$ cat src/core/isx_cfg.svh
// Offsets, opcodes, reset values and timing counts for the instruction subset core.
//
// Behaviour
// - Far direct call increments stack pointer, saves PC, loads page and 7-bit offset.
// - Return stack holds eight nesting levels; deeper calls wrap and overwrite.
// - Call page limit is 95 on the mid variant, 127 on the large one.
// - Ceramic select switches main clock to ceramic and stops on-chip oscillator.
// - RC select switches main clock to RC and stops on-chip oscillator.
// - Y increment wraps modulo sixteen and skips next word when result is 0.
// - Interrupt mask clears enable flag; effect lags by one machine cycle.
// - Interrupt unmask sets enable flag; effect lags by one machine cycle.
// - Watchdog stop arm makes a later watchdog restart halt the watchdog.
// - Power-down arm validates the immediately following power-down instruction.
// - A power-down instruction without the arm just before it is a no-op.
// - Immediate load writes its 4-bit value 0 to 15 into the accumulator.
// - In a run of consecutive immediate loads only the first takes effect.
`ifndef ISX_CFG_SVH
`define ISX_CFG_SVH

// Register byte offsets.
`define OFS_CTRL       8'h00
`define OFS_DREG       8'h04
`define OFS_STATUS     8'h08
`define OFS_CORE       8'h0c
`define OFS_STACK_TOP  8'h10

// Control register fields.
`define CTRL_LARGE_BIT 0
`define CTRL_PERR_CLR  1

// Opcodes and opcode fields.
`define OP_CALL_FAR_TOP  5'h06
`define OP_CALL_FAR_IDX  10'h030
`define OP_ACC_INVERT    10'h01c
`define OP_CERAMIC_OSC   10'h29a
`define OP_RC_OSC        10'h29b
`define OP_Y_DEC         10'h017
`define OP_Y_INC         10'h013
`define OP_IRQ_MASK      10'h004
`define OP_IRQ_UNMASK    10'h005
`define OP_WDT_STOP_ARM  10'h29c
`define OP_WDT_RESTART   10'h2a0
`define OP_PD_ARM        10'h05b
`define OP_PD_CLOCK_RUN  10'h002
`define OP_PD_RAM_BACKUP 10'h008
`define OP_READ_PORT_TOP 7'h4c
`define OP_IMM_ACC_TOP   6'h07

// Page limits per ROM variant.
`define PAGE_MAX_MID   7'd95
`define PAGE_MAX_LARGE 7'd127

// Reset values.
`define STACK_POINTER_RST 3'h7
`define Y_RST          4'h0
`define ACC_RST        4'h0
`define PC_RST         14'h0000

// Machine cycle timing.
`define CLK_PERIOD_NS  5
`define MCYCLE_NS      20
`define MCYCLE_DIV     ((`MCYCLE_NS + `CLK_PERIOD_NS - 1) / `CLK_PERIOD_NS)

`endif

$ cat src/core/isx_pkg.sv
// Types shared by the instruction subset core.
package isx_pkg;
    typedef logic [3:0] nibble_t;

    // Five 4-bit input ports.
    typedef struct packed {
        nibble_t p4;
        nibble_t p3;
        nibble_t p2;
        nibble_t p1;
        nibble_t p0;
    } port_in_s;

    // Register bus request.
    typedef struct packed {
        logic [7:0]  addr;
        logic [31:0] wdata;
        logic        wr;
        logic        rd;
    } bus_req_s;

    // Far call sequencing.
    typedef enum logic [1:0] {
        CALL_IDLE   = 2'b01,
        CALL_SECOND = 2'b10
    } call_state_e;

    // Main clock source.
    typedef enum logic [2:0] {
        OSC_ONCHIP  = 3'b001,
        OSC_CERAMIC = 3'b010,
        OSC_RC      = 3'b100
    } osc_sel_e;
endpackage

$ cat src/core/mcu_instruction_subset_exec.sv
// Execution core for a subset of a 4-bit microcontroller instruction set.
`timescale 1ns/10ps
`include "isx_cfg.svh"

module mcu_instruction_subset_exec
    import isx_pkg::*;
(
    input  wire logic        core_clk,
    input  wire logic        rst_n,
    input  wire logic [9:0]  insn_word,
    input  wire logic        insn_valid,
    input  wire port_in_s    port_in,
    input  wire bus_req_s    bus,
    output logic [31:0]      rdata,
    output logic             mcycle,
    output logic [13:0]      pc,
    output logic             irq_enabled,
    output logic             inte_flag,
    output osc_sel_e         osc_sel,
    output logic             onchip_osc_on,
    output logic             wdt_run,
    output logic             wdt_restart,
    output logic             pd_clock_run,
    output logic             pd_ram_backup
);

    // Instruction field decoders; only is_imm_to_acc is used in more than one place.
    function automatic logic is_imm_to_acc(input logic [9:0] w);
        is_imm_to_acc = (w[9:4] == `OP_IMM_ACC_TOP);
    endfunction

    function automatic logic is_call_far(input logic [9:0] w);
        is_call_far = (w[9:5] == `OP_CALL_FAR_TOP);
    endfunction

    function automatic logic is_read_port(input logic [9:0] w);
        is_read_port = (w[9:3] == `OP_READ_PORT_TOP) && (w[2:0] <= 3'h4);
    endfunction

    function automatic nibble_t port_pick(input port_in_s p, input logic [2:0] s);
        case (s)
            3'h0:    port_pick = p.p0;
            3'h1:    port_pick = p.p1;
            3'h2:    port_pick = p.p2;
            3'h3:    port_pick = p.p3;
            default: port_pick = p.p4;
        endcase
    endfunction

    logic        rst_meta_n;
    logic        rst_sync_n;
    logic [7:0]  div_reg;
    logic        mcycle_reg;
    call_state_e call_state_reg;
    logic [6:0]  page_reg;
    logic        indexed_reg;
    logic [13:0] pc_reg;
    logic [13:0] stack_mem [0:7];
    logic [2:0]  stack_pointer_reg;
    nibble_t     acc_reg;
    nibble_t     y_reg;
    logic [2:0]  d_reg;
    logic        skip_reg;
    logic        imm_run_reg;
    logic        pd_arm_reg;
    logic        inte_reg;
    logic        irq_eff_reg;
    logic        wdt_arm_reg;
    logic        wdt_run_reg;
    logic        wdt_restart_reg;
    logic        pd_run_reg;
    logic        pd_ram_reg;
    osc_sel_e    osc_reg;
    logic        onchip_reg;
    logic        large_reg;
    logic        perr_reg;
    logic [31:0] rdata_reg;

    // Reset is released through two flops so that removal is clean.
    always_ff @(posedge core_clk or negedge rst_n) begin
        if (!rst_n) begin
            rst_meta_n <= 1'b0;
            rst_sync_n <= 1'b0;
        end else begin
            rst_meta_n <= 1'b1;
            rst_sync_n <= rst_meta_n;
        end
    end

    // Machine cycle enable from a divider of the core clock.
    always_ff @(posedge core_clk or negedge rst_sync_n) begin
        if (!rst_sync_n) begin
            div_reg    <= 8'h00;
            mcycle_reg <= 1'b0;
        end else if (div_reg == 8'(`MCYCLE_DIV - 1)) begin
            div_reg    <= 8'h00;
            mcycle_reg <= 1'b1;
        end else begin
            div_reg    <= div_reg + 8'h01;
            mcycle_reg <= 1'b0;
        end
    end

    // A word is consumed once per machine cycle when the fetch side offers one.
    logic step;
    logic exec;
    logic second;
    logic [6:0] page_max;
    logic [6:0] call_low;
    nibble_t y_dec;
    nibble_t y_inc;

    assign step     = mcycle_reg && insn_valid;
    assign second   = step && (call_state_reg == CALL_SECOND);
    assign exec     = step && !skip_reg && (call_state_reg == CALL_IDLE);
    assign page_max = large_reg ? `PAGE_MAX_LARGE : `PAGE_MAX_MID;
    assign call_low = indexed_reg ? {d_reg, acc_reg} : insn_word[6:0];
    assign y_dec    = y_reg - 4'h1;
    assign y_inc    = y_reg + 4'h1;

    // Page operand from the second word of a far call; the direct form takes its low five bits from the first.
    logic [6:0] page_full;
    always_comb begin
        if (indexed_reg) begin
            page_full = {insn_word[8:6], insn_word[3:0]};
        end else begin
            page_full = {insn_word[8:7], page_reg[4:0]};
        end
    end

    // Far call sequencing: first word latches, second word completes.
    always_ff @(posedge core_clk or negedge rst_sync_n) begin
        if (!rst_sync_n) begin
            call_state_reg <= CALL_IDLE;
            page_reg       <= 7'h00;
            indexed_reg    <= 1'b0;
        end else begin
            case (call_state_reg)
                CALL_IDLE: begin
                    if (exec && is_call_far(insn_word)) begin
                        call_state_reg <= CALL_SECOND;
                        page_reg       <= {2'b00, insn_word[4:0]};
                        indexed_reg    <= 1'b0;
                    end else if (exec && (insn_word == `OP_CALL_FAR_IDX)) begin
                        call_state_reg <= CALL_SECOND;
                        indexed_reg    <= 1'b1;
                    end
                end
                CALL_SECOND: begin
                    if (step) begin
                        call_state_reg <= CALL_IDLE;
                    end
                end
                default: begin
                    call_state_reg <= CALL_IDLE;
                end
            endcase
        end
    end

    // Program counter: advances per word, jumps on completion of a far call.
    always_ff @(posedge core_clk or negedge rst_sync_n) begin
        if (!rst_sync_n) begin
            pc_reg <= `PC_RST;
        end else if (second) begin
            pc_reg <= {page_full, call_low};
        end else if (step) begin
            pc_reg <= pc_reg + 14'h0001;
        end
    end

    // Return stack push; the return address is the word after the call.
    always_ff @(posedge core_clk or negedge rst_sync_n) begin
        if (!rst_sync_n) begin
            stack_pointer_reg <= `STACK_POINTER_RST;
        end else if (second) begin
            stack_pointer_reg <= stack_pointer_reg + 3'h1;
        end
    end

    // Stack slots carry no reset; only written slots are ever meaningful.
    always_ff @(posedge core_clk) begin
        if (second) begin
            stack_mem[stack_pointer_reg + 3'h1] <= pc_reg + 14'h0001;
        end
    end

    // Page range check; an out-of-range call still executes but is flagged.
    always_ff @(posedge core_clk or negedge rst_sync_n) begin
        if (!rst_sync_n) begin
            perr_reg <= 1'b0;
        end else if (second && (page_full > page_max)) begin
            perr_reg <= 1'b1;
        end else if (bus.wr && (bus.addr == `OFS_CTRL) && bus.wdata[`CTRL_PERR_CLR]) begin
            perr_reg <= 1'b0;
        end
    end

    // Accumulator updates.
    always_ff @(posedge core_clk or negedge rst_sync_n) begin
        if (!rst_sync_n) begin
            acc_reg <= `ACC_RST;
        end else if (exec) begin
            if (is_imm_to_acc(insn_word) && !imm_run_reg) begin
                acc_reg <= insn_word[3:0];
            end else if (insn_word == `OP_ACC_INVERT) begin
                acc_reg <= ~acc_reg;
            end else if (is_read_port(insn_word)) begin
                acc_reg <= port_pick(port_in, insn_word[2:0]);
            end
        end
    end

    // Run of immediate loads: any other executed or skipped word ends it.
    always_ff @(posedge core_clk or negedge rst_sync_n) begin
        if (!rst_sync_n) begin
            imm_run_reg <= 1'b0;
        end else if (step) begin
            imm_run_reg <= exec && is_imm_to_acc(insn_word);
        end
    end

    // Y register increment and decrement.
    always_ff @(posedge core_clk or negedge rst_sync_n) begin
        if (!rst_sync_n) begin
            y_reg <= `Y_RST;
        end else if (exec && (insn_word == `OP_Y_DEC)) begin
            y_reg <= y_dec;
        end else if (exec && (insn_word == `OP_Y_INC)) begin
            y_reg <= y_inc;
        end
    end

    // Skip discards exactly the next word consumed.
    always_ff @(posedge core_clk or negedge rst_sync_n) begin
        if (!rst_sync_n) begin
            skip_reg <= 1'b0;
        end else if (exec && (insn_word == `OP_Y_DEC)) begin
            skip_reg <= (y_dec == 4'hf);
        end else if (exec && (insn_word == `OP_Y_INC)) begin
            skip_reg <= (y_inc == 4'h0);
        end else if (step) begin
            skip_reg <= 1'b0;
        end
    end

    // Interrupt enable flag and its effective copy one machine cycle later.
    always_ff @(posedge core_clk or negedge rst_sync_n) begin
        if (!rst_sync_n) begin
            inte_reg    <= 1'b0;
            irq_eff_reg <= 1'b0;
        end else begin
            if (exec && (insn_word == `OP_IRQ_MASK)) begin
                inte_reg <= 1'b0;
            end else if (exec && (insn_word == `OP_IRQ_UNMASK)) begin
                inte_reg <= 1'b1;
            end
            if (mcycle_reg) begin
                irq_eff_reg <= inte_reg;
            end
        end
    end

    // Main clock source selection.
    always_ff @(posedge core_clk or negedge rst_sync_n) begin
        if (!rst_sync_n) begin
            osc_reg    <= OSC_ONCHIP;
            onchip_reg <= 1'b1;
        end else if (exec && (insn_word == `OP_CERAMIC_OSC)) begin
            osc_reg    <= OSC_CERAMIC;
            onchip_reg <= 1'b0;
        end else if (exec && (insn_word == `OP_RC_OSC)) begin
            osc_reg    <= OSC_RC;
            onchip_reg <= 1'b0;
        end
    end

    // Watchdog stop arming; a restart after arming halts the watchdog.
    always_ff @(posedge core_clk or negedge rst_sync_n) begin
        if (!rst_sync_n) begin
            wdt_arm_reg     <= 1'b0;
            wdt_run_reg     <= 1'b1;
            wdt_restart_reg <= 1'b0;
        end else begin
            wdt_restart_reg <= exec && (insn_word == `OP_WDT_RESTART);
            if (exec && (insn_word == `OP_WDT_STOP_ARM)) begin
                wdt_arm_reg <= 1'b1;
            end
            if (exec && (insn_word == `OP_WDT_RESTART) && wdt_arm_reg) begin
                wdt_run_reg <= 1'b0;
            end
        end
    end

    // Power-down arming lasts exactly one executed instruction.
    always_ff @(posedge core_clk or negedge rst_sync_n) begin
        if (!rst_sync_n) begin
            pd_arm_reg <= 1'b0;
            pd_run_reg <= 1'b0;
            pd_ram_reg <= 1'b0;
        end else begin
            pd_run_reg <= exec && pd_arm_reg && (insn_word == `OP_PD_CLOCK_RUN);
            pd_ram_reg <= exec && pd_arm_reg && (insn_word == `OP_PD_RAM_BACKUP);
            if (step) begin
                pd_arm_reg <= exec && (insn_word == `OP_PD_ARM);
            end
        end
    end

    // Software-written configuration: ROM variant and index register.
    always_ff @(posedge core_clk or negedge rst_sync_n) begin
        if (!rst_sync_n) begin
            large_reg <= 1'b0;
            d_reg     <= 3'h0;
        end else if (bus.wr) begin
            if (bus.addr == `OFS_CTRL) begin
                large_reg <= bus.wdata[`CTRL_LARGE_BIT];
            end
            if (bus.addr == `OFS_DREG) begin
                d_reg <= bus.wdata[2:0];
            end
        end
    end

    // Read data stand only in the cycle after the strobe; unmapped reads zero.
    always_ff @(posedge core_clk or negedge rst_sync_n) begin
        if (!rst_sync_n) begin
            rdata_reg <= 32'h0000_0000;
        end else if (bus.rd) begin
            case (bus.addr)
                `OFS_CTRL:   rdata_reg <= {31'h0, large_reg};
                `OFS_DREG:   rdata_reg <= {29'h0, d_reg};
                `OFS_STATUS: rdata_reg <= {22'h0, perr_reg, pd_arm_reg, wdt_arm_reg,
                                           wdt_run_reg, onchip_reg, osc_reg,
                                           irq_eff_reg, inte_reg};
                `OFS_CORE:   rdata_reg <= {2'h0, pc_reg, 3'h0, skip_reg,
                                           1'b0, stack_pointer_reg, y_reg, acc_reg};
                `OFS_STACK_TOP: rdata_reg <= {18'h0, stack_mem[stack_pointer_reg]};
                default:     rdata_reg <= 32'h0000_0000;
            endcase
        end else begin
            rdata_reg <= 32'h0000_0000;
        end
    end

    // All outputs come straight from flops.
    assign rdata         = rdata_reg;
    assign mcycle        = mcycle_reg;
    assign pc            = pc_reg;
    assign irq_enabled   = irq_eff_reg;
    assign inte_flag     = inte_reg;
    assign osc_sel       = osc_reg;
    assign onchip_osc_on = onchip_reg;
    assign wdt_run       = wdt_run_reg;
    assign wdt_restart   = wdt_restart_reg;
    assign pd_clock_run  = pd_run_reg;
    assign pd_ram_backup = pd_ram_reg;

endmodule

$ cat config.mk
export PLATFORM = sky130hd
export DESIGN_NAME = mcu_instruction_subset_exec
export DESIGN_NICKNAME = d
export VERILOG_FILES = /design/src/core/isx_pkg.sv /design/src/core/mcu_instruction_subset_exec.sv
export VERILOG_INCLUDE_DIRS = /design/src /design/src/core
export SDC_FILE = /design/constraint.sdc
export NUM_CORES = 1
export LEC_CHECK = 0
export ABC_AREA = 1
export BUFFER_PORTS_ARGS = -buffer_cell sky130_fd_sc_hd__buf_2
export CORE_UTILIZATION = 35
export CTS_CLUSTER_SIZE = 16
export DETAILED_ROUTE_END_ITERATION = 10
export PLACE_DENSITY = 0.59
export SLEW_MARGIN = 30
export SYNTH_ARGS = -nofsm -noshare
export SYNTH_HDL_FRONTEND = slang
export SYNTH_SLANG_ARGS = --single-unit
$ cat constraint.sdc
create_clock -name core_clk -period 2.45 [get_ports core_clk]
set_input_delay 0.1225 -clock core_clk [delete_from_list [all_inputs] [get_ports core_clk]]
set_output_delay 0.1225 -clock core_clk [all_outputs]
set_load 0.01 [all_outputs]
==> results of run 1 <==
cell families after synthesis:
kind of cell	count (synthesis)	synth area share [%]
and+or+nand+nor	467	22.68
AOI/OAI and AO/OA	136	8.323
adders and majority gates	7	0.9219
other	2	0.07905
buffers and inverters	139	6.756
DFF	202	59.19
muxes	1	0.1185
xor gates and xnor gates	21	1.936
power by group through the flow:
| stage | clock network, mW | registers [mW] | logic [mW] |
|---|---|---|---|
| final | 3.26 | 3.87 | 0.777 |
| after CTS | 3.33 | 3.87 | 0.781 |
| after detailed placement | 0 | 3.93 | 0.765 |
| after floorplan | 0 | 3.94 | 0.421 |
| after global routing | 3.49 | 3.88 | 0.861 |
| after global placement | 0 | 3.93 | 0.753 |
area by class of cell:
cell class                 count  share of cell area (%)
multi-input combinational    637                   28.76
timing repair buffer         149                   8.134
tap                          335                   3.712
clock inverter                 3                  0.3879
inverter                      97                   3.247
sequential                   202                   49.83
antenna                        1                 0.02216
clock buffer                  39                   5.906
synthesized netlist by cell type, drive strengths merged:
cell type / number
ha: 7
a2bb2oi: 1
a21oi: 15
o221ai: 8
a22oi: 2
nor3: 26
nand2: 175
xnor2: 2
a21o: 2
edfxtp: 112
o21ai: 92
or2: 1
dfstp: 6
nor2: 172
o22ai: 4
conb: 2
nand3b: 3
inv: 94
o41ai: 1
nand3: 70
o211ai: 11
xor2: 19
clkbuf: 8
nor3b: 2
nand4: 13
nor4: 4
dfrtp: 84
mux2: 1
and2: 1
clkinv: 3
buf: 34
critical path, stage by stage (launching register included):
cell,delay [ns]
dfstp_2,0.58
buf_4,0.30
nand2_1,0.16
nor2_1,0.29
buf_4,0.27
final timing paths:
kind,from,cells after the start,to
max,stack_pointer_reg[0],4,stack_mem[4][3]
min,port_in[17],7,acc_reg[1]
max reg2reg,stack_pointer_reg[0],4,stack_mem[4][3]
min reg2reg,rst_sync_n,0,pc[5]
max in group asynchronous,rst_sync_n,1,osc_sel[0]
min in group asynchronous,rst_sync_n,0,pc[5]
metal layers:
layer / vias up / track usage, %
li1: 3528 / -
met1: 3452 / 23.92
met2: 169 / 30.29
met3: 31 / 3.018
met4: 0 / 4.791
met5: - / 0
==> metrics.md, run 1 <==
| Metric | Value |
|---|---|
| Hold Slack | `0.01832 ns` |
| Area contributors post-synth | `edfxtp_1, dfrtp_1, nand2_1, nor2_1, o21ai_0` |
| Via density | `4.908` |
| Die area | `27810 µm²` |
| # resized after CTS | `0` |
| WL final | `24.62 mm` |
| Max FFs per register | `112` |
| Final nets | `1192` |
| Layout Skew | `0.02490 ns` |
| FF-to-FF setup slack | `0.53 ns` |
| Total CTS buffers | `23` |
| Die H | `166.8 µm` |
| Core area | `26350 µm²` |
| Fillers | `2556` |
| Utilization after layout | `42.84%` |
| Fmax | `520.8 MHz` |
| Sequential share of the synthesized area | `59.19%` |
| Layout area overhead | `18.85%` |
| Hpwl dp | `17.53 mm` |
| TritonCTS clock tree | `done` |
| Worst slew pin tran | `0.6855 ns` |
| Psw | `1.942 mW` |
| Synth Instances | `975` |
| Final Cycle Share | `78.37%` |
| Mapped cell area | `9500 µm²` |
| # rows | `59` |
| P_leak | `4.864 nW` |
| Highest metal used | `met4` |
| Sum Neg Setup Slack | `0 ns` |
| Count of final hold-check violations | `0` |
| Placed Cells | `1407` |
| Clock sink count | `202` |
| PD cells | `700.1 nW/µm²` |
| DRT Pass-1 Iters | `5` |
| First-pass GRT wire length | `38.94 mm` |
| Synth warn | `0` |
| DRC viols | `0` |
| Critical Path Sink Type | `register` |
| Gpl congestion | `0.8730` |
| Critical path peak fanout | `25` |
| Clock power share | `41.3%` |
| Cell taking the most area after synthesis | `edfxtp_1` |
| Most common cell after layout, fill and taps aside | `nand2_1` |
| Commonest non-fill, non-tap cells in the layout | `nand2_1, nor2_1, edfxtp_1` |
| Worst Hold Class | `in2reg` |
| Max_slew headroom | `54.14%` |
| GRT Residual Overflow | `0` |
| Clk_lat worst skew | `0.52 ns` |
| Final slew viol count | `0` |
| Routed length on met1 | `10.86 mm` |
| Synth cell types | `49` |
| Via Count | `7180` |
| FF/Latch Area | `5627 µm²` |
| WL/cell | `16.83 µm` |
| Final setup viols | `0` |
| Syn Area/Cell | `9.744 µm²` |
| Antenna violations before repair | `0` |
| Placed Area | `10450 µm²` |
| Max Root-Sink Buffers | `3` |
| Io pins | `132` |
| Setup CP Type | `reg2reg` |
| Met3 WL post-DR | `1.365 mm` |
| Flop pwr share | `48.9%` |
| Port Buffer Count | `98` |
| Layout cells sized above 1 | `20.67%` |
| Startpoint Class | `register` |
| Antenna violation net count after detailed routing | `0` |
| Max-cap violations | `0` |
| Multi-input gate area | `3247 µm²` |
| DRT iter0 DRCs | `478` |
| Clock Tree Root | `clkbuf_16` |
| Status | `finished, final reports clean` |
| Initial core utilization | `36.05%` |
| Vias in the first global route | `6956` |
| #FFs+latches synth | `202` |
| Critical path arrival | `2.12 ns` |
| Required time worst endpoint | `2.65 ns` |
| Post-Layout Cell Count | `1463` |
| Final Power | `7.905 mW` |
| Pint | `5.962 mW` |
| Largest net degree at the start of global routing | `32` |
| VDD IR-drop max | `0.4119 mV` |
| Postcts setup bufs | `0` |
| Final instance area | `11290 µm²` |
| Sw Share | `24.57%` |
| Clock-pin slew on the worst setup and hold paths | `0.06 ns` |
| Setup WS pre-CTS | `0.5635 ns` |
| RSZ-0062 raised after global routing | `no` |
| Hold_buf cts | `13` |
| WL met2 | `11.93 mm` |
| Total GRT Usage | `17.97%` |
| CTS H-Tree Depth | `1` |
| Die X | `166.8 µm` |
| Setup ws final | `0.5299 ns` |
| Logic pwr share | `9.8%` |
| Min Clock Period, post-route | `1.920 ns` |
| Post-synth top area share | `35.40%` |
Power figures use the tool's default switching activity.
==> run 2, diff against run 1 <==
--- a/config.mk
+++ b/config.mk
@@ -11,7 +11,7 @@
 export CORE_UTILIZATION = 35
 export CTS_CLUSTER_SIZE = 16
 export DETAILED_ROUTE_END_ITERATION = 10
-export PLACE_DENSITY = 0.59
+export PLACE_DENSITY = 0.57
 export SLEW_MARGIN = 30
 export SYNTH_ARGS = -nofsm -noshare
 export SYNTH_HDL_FRONTEND = slang
==> constraint.sdc (replaced) <==
create_clock -name core_clk -period 1.9 [get_ports core_clk]
set_input_delay 0.095 -clock core_clk [delete_from_list [all_inputs] [get_ports core_clk]]
set_output_delay 0.095 -clock core_clk [all_outputs]
set_load 0.01 [all_outputs]
==> run 2 against run 1 <==
Core utilization up 0.61 points. Routed wire length shrank 0.59%. Critical endpoint is now stack_mem[2][5]. First-iteration DRC count increased by 5.4%. Final cell count is 0.27% higher. Clock power is 25% higher.
==> metrics.md, run 2 (same netlist as run 1, synthesis figures left out) <==
| Metric | Value |
|---|---|
| GR peak layer | `met2 (unchanged)` |
| Max_slew headroom | `61.88% (was 54.14%)` |
| Critical path's slowest cell | `dfstp_2 (unchanged)` |
| RSZ-0062 raised after global routing | `no (unchanged)` |
| Min-Delay Path Depth | `3 (was 7)` |
| Final Cycle Share | `94.43% (was 78.37%)` |
| Worst Hold Class | `in2reg (unchanged)` |
| WL final | `24.48 mm (was 24.62 mm)` |
| Antenna violations before repair | `0 (unchanged)` |
| PD cells | `887.8 nW/µm² (was 700.1 nW/µm²)` |
| Layout Skew | `0.01412 ns (was 0.02490 ns)` |
| Clk_lat worst skew | `0.50 ns (was 0.52 ns)` |
| FF/Latch Area | `5627 µm² (unchanged)` |
| Critical path arrival | `1.99 ns (was 2.12 ns)` |
| First-pass GRT wire length | `38.85 mm (was 38.94 mm)` |
| Final nets | `1198 (was 1192)` |
| Multi-input gate area | `3302 µm² (was 3247 µm²)` |
| CP top delay family | `flip-flops (unchanged)` |
| Largest net degree at the start of global routing | `48 (was 32)` |
| Number of diodes | `0 (was 1)` |
| Core area | `26350 µm² (unchanged)` |
| Slowest Stage Delay on Critical Path | `0.60 ns (was 0.58 ns)` |
| Post-Layout Cell Count | `1467 (was 1463)` |
| Via Count | `7152 (was 7180)` |
| Fillers | `2462 (was 2556)` |
| Total CTS buffers | `22 (was 23)` |
| VDD IR-drop max | `0.5490 mV (was 0.4119 mV)` |
| Commonest non-fill, non-tap cells in the layout | `nand2_1, nor2_1, edfxtp_1 (unchanged)` |
| Hpwl dp | `17.82 mm (was 17.53 mm)` |
| Startpoint Class | `register (unchanged)` |
| Crit. path cell count | `5 (was 4)` |
| Required time worst endpoint | `2.10 ns (was 2.65 ns)` |
| Postcts setup bufs | `0 (unchanged)` |
| GRT Residual Overflow | `0 (unchanged)` |
| Sum Neg Setup Slack | `0 ns (unchanged)` |
| Worst-path cell chain | `ha_1 -> xnor2_1 -> nand2_1 -> nor2_1 -> buf_4 (was buf_4 -> nand2_1 -> nor2_1 -> buf_4)` |
| Initial core utilization | `36.05% (unchanged)` |
| Setup CP Type | `reg2reg (unchanged)` |
| Die H | `166.8 µm (unchanged)` |
| Placed Cells | `1413 (was 1407)` |
| # rows | `59 (unchanged)` |
| Final slew viol count | `0 (unchanged)` |
| Critical path peak fanout | `9 (was 25)` |
| DRT Pass-1 Iters | `5 (unchanged)` |
| Die X | `166.8 µm (unchanged)` |
| Total GRT Usage | `17.72% (was 17.97%)` |
| CTS H-Tree Depth | `1 (unchanged)` |
| Fmax | `557.4 MHz (was 520.8 MHz)` |
| Layout cells sized above 1 | `22.00% (was 20.67%)` |
| Max Root-Sink Buffers | `3 (unchanged)` |
| M2 GR Usage | `30.84% (was 30.29%)` |
| Met1 Use GR | `23.61% (was 23.92%)` |
| Clock-pin slew on the worst setup and hold paths | `0.06 ns (about the same)` |
| Worst slew pin tran | `0.5712 ns (was 0.6855 ns)` |
| DRT iter0 DRCs | `504 (was 478)` |
| Max-cap violations | `0 (unchanged)` |
| Die area | `27810 µm² (unchanged)` |
| Met3 GRT Util | `2.210% (was 3.018%)` |
| TritonCTS clock tree | `done (unchanged)` |
| Critical Path Sink Type | `register (unchanged)` |
| P_leak | `4.915 nW (was 4.864 nW)` |
| Io pins | `132 (unchanged)` |
| Port Buffer Count | `98 (unchanged)` |
| Min Clock Period, post-route | `1.794 ns (was 1.920 ns)` |
| Clock Tree Root | `clkbuf_16 (unchanged)` |
| Status | `finished, final reports clean (unchanged)` |
| Gpl congestion | `0.8491 (was 0.8730)` |
| Final setup viols | `0 (unchanged)` |
| WL/cell | `16.69 µm (was 16.83 µm)` |
| Most common cell after layout, fill and taps aside | `nand2_1 (unchanged)` |
| Worst r2r path cells | `5 (was 4)` |
| Antenna violation net count after detailed routing | `0 (unchanged)` |
| Layout area overhead | `20.54% (was 18.85%)` |
| Max FFs per register | `112 (unchanged)` |
| Clock sink count | `202 (unchanged)` |
| DRC viols | `0 (unchanged)` |
| Vias in the first global route | `6956 (unchanged)` |
| Worst path bufs/invs | `1 (was 2)` |
| Via density | `4.875 (was 4.908)` |
| Count of final hold-check violations | `0 (unchanged)` |
[run 2: cell types whose count changed in the layout (fill, tap and decap cells not counted), sizes merged]
cell / delta
dlygate4sd3: +1
clkinv: +2
buf: +6
inv: -1
clkbuf: -3
diode: -1
[run 2: power by group]
group          total (mW)  internal (mW)  switching [mW]
Sequential           4.97           4.87          0.0971
Clock                4.06           2.41            1.65
Combinational        1.13          0.362           0.770
Total                10.2           7.65            2.52
[run 2: final timing paths]
path                                      startpoint           endpoint  slack (ns)
worst min-delay path                    insn_word[3]        page_reg[3]        0.01
min in group asynchronous                 rst_sync_n          rdata[27]        0.20
worst min register to register            rst_sync_n          rdata[27]        0.20
worst max-delay path            stack_pointer_reg[0]    stack_mem[2][5]        0.11
worst max register to register  stack_pointer_reg[0]    stack_mem[2][5]        0.11
max in group asynchronous                 rst_sync_n  call_state_reg[0]        1.04
[run 2: area by class of cell]
cell class / count / share of cell area [%]
clock inverter: 4 / 0.4152
multi-input combinational: 637 / 28.83
clock buffer: 36 / 5.539
inverter: 97 / 3.201
tap: 335 / 3.660
timing repair buffer: 156 / 9.221
sequential: 202 / 49.13
[run 2: tightest hold or removal path, stage by stage]
cell and delay (ns):
buf_2 0.14, inv_2 0.16, o21ai_2 0.08
[run 2: routing by layer]
metal,routed length (µm),vias to the layer above
li1,-,3533
met1,10800,3409
met2,12170,176
met3,1129,34
met4,373,0
met5,0,-
[run 2: metrics by stage]
step / power, mW / utilization [%] / instance area, µm² / setup WS (ns) / hold slack [ns]
floorplan: 5.629 / - / 9523 / -0.1960 / -0.2006
global placement: 6.139 / 40.14 / 10580 / 0.01237 / -0.1197
detailed placement: 6.161 / 40.14 / 10580 / -0.02798 / -0.1154
CTS: 10.23 / 43.31 / 11410 / 0.09911 / 0.008901
global route: 10.55 / 43.46 / 11450 / 0.005527 / 0.01452
finish: 10.17 / 43.46 / 11450 / 0.1058 / 0.01458
[run 2: what timing repair did]
item                       4_1_cts  5_1_grt
hold buffers                    14        0
setup endpoints to repair       18       41
hold endpoints to repair        14        0
resized for setup                2        8
==> run 3, diff against run 2 <==
==> constraint.sdc (replaced) <==
create_clock -name core_clk -period 1.7 [get_ports core_clk]
set_input_delay 0.085 -clock core_clk [delete_from_list [all_inputs] [get_ports core_clk]]
set_output_delay 0.085 -clock core_clk [all_outputs]
set_load 0.01 [all_outputs]
==> run 3 against run 2 <==
The flow now finishes with violations (negative setup slack). First-iteration DRC count fell by 5.8%. Sequential share of layout area decreased by 3.3 points. Maximum frequency is 1.7% higher. Sequential power increased by 12%. Count of clock-buffer cells in the layout down 10. Clock power increased by 21%. Sequential cell count unchanged. Design area grew 7.1%. Via count rose by 4.1%. Combinational power up 32%. Clock skew grew 0.016 ns. Register-to-register slack worse by 0.17 ns. Largest cell class unchanged.
==> metrics.md, run 3 (same netlist as run 1, synthesis figures left out) <==
| Metric | Value |
|---|---|
| Die H | `166.8 µm (unchanged)` |
| Max-cap violations | `0 (unchanged)` |
| Worst r2r path cells | `6 (was 5)` |
| Total GRT Usage | `18.86% (was 17.72%)` |
| Setup ws final | `-0.06379 ns (was 0.1058 ns)` |
| WL/cell | `17.26 µm (was 16.69 µm)` |
| Initial core utilization | `36.05% (unchanged)` |
| VDD IR-drop max | `0.6359 mV (was 0.5490 mV)` |
| Min Clock Period, post-route | `1.764 ns (was 1.794 ns)` |
| M2 GR Usage | `33.38% (was 30.84%)` |
| Startpoint Class | `register (unchanged)` |
| Critical path peak fanout | `8 (was 9)` |
| Final slew viol count | `0 (unchanged)` |
| # rows | `59 (unchanged)` |
| Layout area overhead | `29.11% (was 20.54%)` |
| DRT iter0 DRCs | `475 (was 504)` |
| Clock power share | `41.0% (was 40.0%)` |
| DRT Pass-1 Iters | `5 (unchanged)` |
| Hold EP | `acc_reg[3] (was page_reg[3])` |
| Sw Share | `25.42% (was 24.77%)` |
| Required time worst endpoint | `1.91 ns (was 2.10 ns)` |
| GR peak layer | `met2 (unchanged)` |
| PD cells | `973.3 nW/µm² (was 887.8 nW/µm²)` |
| Min-delay src | `port_in[19] (was insn_word[3])` |
| Met1 Use GR | `24.66% (was 23.61%)` |
| Slowest Stage Delay on Critical Path | `0.61 ns (was 0.60 ns)` |
| CTS H-Tree Depth | `1 (unchanged)` |
| Worst slew pin tran | `0.7308 ns (was 0.5712 ns)` |
| Pint | `8.903 mW (was 7.649 mW)` |
| Antenna violation net count after detailed routing | `0 (unchanged)` |
| Port Buffer Count | `98 (unchanged)` |
| Met3 GRT Util | `2.115% (was 2.210%)` |
| Most common cell after layout, fill and taps aside | `nand2_1 (unchanged)` |
| DRC viols | `0 (unchanged)` |
| Critical Path Sink Type | `register (unchanged)` |
| Critical path arrival | `1.98 ns (was 1.99 ns)` |
| Largest net degree at the start of global routing | `34 (was 48)` |
| Setup CP Type | `reg2reg (unchanged)` |
| Status | `complete, but fails checks (was finished, final reports clean)` |
| Antenna violations before repair | `0 (unchanged)` |
| Worst Hold Class | `in2reg (unchanged)` |
| Max_slew headroom | `51.11% (was 61.88%)` |
| GRT Residual Overflow | `0 (unchanged)` |
| Via Count | `7445 (was 7152)` |
| Failing checks | `negative setup slack` |
| Utilization after layout | `46.54% (was 43.46%)` |
| Worst path bufs/invs | `2 (was 1)` |
| Max FFs per register | `112 (unchanged)` |
| Die area | `27810 µm² (unchanged)` |
| Vias in the first global route | `7234 (was 6956)` |
| Logic pwr share | `12.5% (was 11.1%)` |
| Psw | `3.034 mW (was 2.518 mW)` |
| Flop pwr share | `46.5% (was 48.9%)` |
| First-pass GRT wire length | `40.46 mm (was 38.85 mm)` |
| Min-Delay Path Depth | `7 (was 3)` |
| Clock-pin slew on the worst setup and hold paths | `0.07 ns (was 0.06 ns)` |
| Layout Skew | `0.03053 ns (was 0.01412 ns)` |
| Fmax | `567.0 MHz (was 557.4 MHz)` |
| Clock sink count | `202 (unchanged)` |
| Worst-path cell chain | `ha_4 -> xnor2_4 -> inv_1 -> nand2_2 -> nor2_4 -> buf_12 (was ha_1 -> xnor2_1 -> nand2_1 -> nor2_1 -> buf_4)` |
| WL final | `26.25 mm (was 24.48 mm)` |
| P_leak | `5.266 nW (was 4.915 nW)` |
| FF-to-FF setup slack | `-0.06 ns (was 0.11 ns)` |
| Final setup viols | `48 (was 0)` |
| Critical path's slowest cell | `dfstp_2 (unchanged)` |
| Max Root-Sink Buffers | `3 (unchanged)` |
| Clock Tree Root | `clkbuf_16 (unchanged)` |
| Core area | `26350 µm² (unchanged)` |
| Total CTS buffers | `22 (unchanged)` |
| Io pins | `132 (unchanged)` |
| CP top delay family | `flip-flops (unchanged)` |
| RSZ-0062 raised after global routing | `yes (was no)` |
| Via density | `4.895 (was 4.875)` |
| Final Cycle Share | `103.8% (was 94.43%)` |
| Layout cells sized above 1 | `28.58% (was 22.00%)` |
| Gpl congestion | `0.8616 (was 0.8491)` |
| Final instance area | `12270 µm² (was 11450 µm²)` |
| Clk_lat worst skew | `0.52 ns (was 0.50 ns)` |
| TritonCTS clock tree | `done (unchanged)` |
| Placed Area | `10980 µm² (was 10580 µm²)` |
| Count of final hold-check violations | `0 (unchanged)` |
| Final nets | `1252 (was 1198)` |
| Hpwl dp | `18.63 mm (was 17.82 mm)` |
| RR Startpoint | `stack_pointer_reg[0] (unchanged)` |
| Die X | `166.8 µm (unchanged)` |
| RR Endpoint | `stack_mem[7][3] (was stack_mem[2][5])` |
| Commonest non-fill, non-tap cells in the layout | `nand2_1, nor2_1, edfxtp_1 (unchanged)` |
| Final Power | `11.94 mW (was 10.17 mW)` |
| Hold Slack | `0.03144 ns (was 0.01458 ns)` |
| Number of diodes | `0 (unchanged)` |
[run 3: changes by cell type in the layout (fill, tap and decap cells not counted), sizes merged]
cell,delta
bufinv,+2
buf,+48
and2,+1
clkbuf,-10
clkinvlp,+2
dlygate4sd3,+5
clkinv,+6
[run 3: how the worst max path moves through the flow]
stage                               from                to  slack (ns)  depth (start not counted)
floorplan                         mcycle   stack_mem[4][0]       -0.40                          8
detailed placement                 pc[0]  stack_mem[2][12]       -0.13                          5
CTS                 stack_pointer_reg[0]   stack_mem[2][3]       -0.05                          6
finish              stack_pointer_reg[0]   stack_mem[7][3]       -0.06                          6
global placement                   pc[0]  stack_mem[2][12]       -0.07                          5
global route        stack_pointer_reg[0]   stack_mem[7][3]       -0.09                          6
[run 3: area by class of cell]
| type | instances | area, µm² |
|---|---|---|
| inverter | 97 | 379.1 |
| fill | 2418 | 14090 |
| multi-input combinational | 638 | 3480 |
| timing repair buffer | 209 | 1622 |
| tap | 335 | 419.2 |
| sequential | 202 | 5627 |
| clock inverter | 14 | 163.9 |
| clock buffer | 26 | 575.6 |
[run 3: power groups by stage]
stage,clock [mW],combinational [mW],sequential [mW]
finish,4.90,1.49,5.55
detailed placement,0,1.38,5.64
floorplan,0,0.609,5.68
global route,5.18,1.62,5.56
CTS,5.01,1.44,5.54
global placement,0,1.37,5.63
[run 3: repair_timing]
item	4_1_cts	5_1_grt
cloned	1	1
gates resized for setup	26	53
hold buffers	19	0
hold endpoints to repair	20	0
setup endpoints to repair	140	187
setup buffers	4	3
pin swaps	7	20
[run 3: routing by layer]
metal,share of wire [%],vias to the layer above
met5,0,-
met4,1.7,0
met3,4.5,40
met2,50,180
met1,43,3577
li1,-,3648
[run 3: per-stage QoR]
stage,setup WS [ns],TNS [ns],std cells
2_1_floorplan,-0.3960,-22.77,978
3_3_place_gp,-0.07204,-2.797,1454
3_5_place_dp,-0.1309,-5.039,1454
4_1_cts,-0.04578,-0.5803,1518
5_1_grt,-0.08645,-5.776,1521
6_report,-0.06379,-1.541,1521
[run 3: worst min-delay path: cells and delay by family]
kind | cells | cell delay, ns
AND/OR/NAND/NOR | 6 | 0.36
buffers and inverters | 1 | 0.07
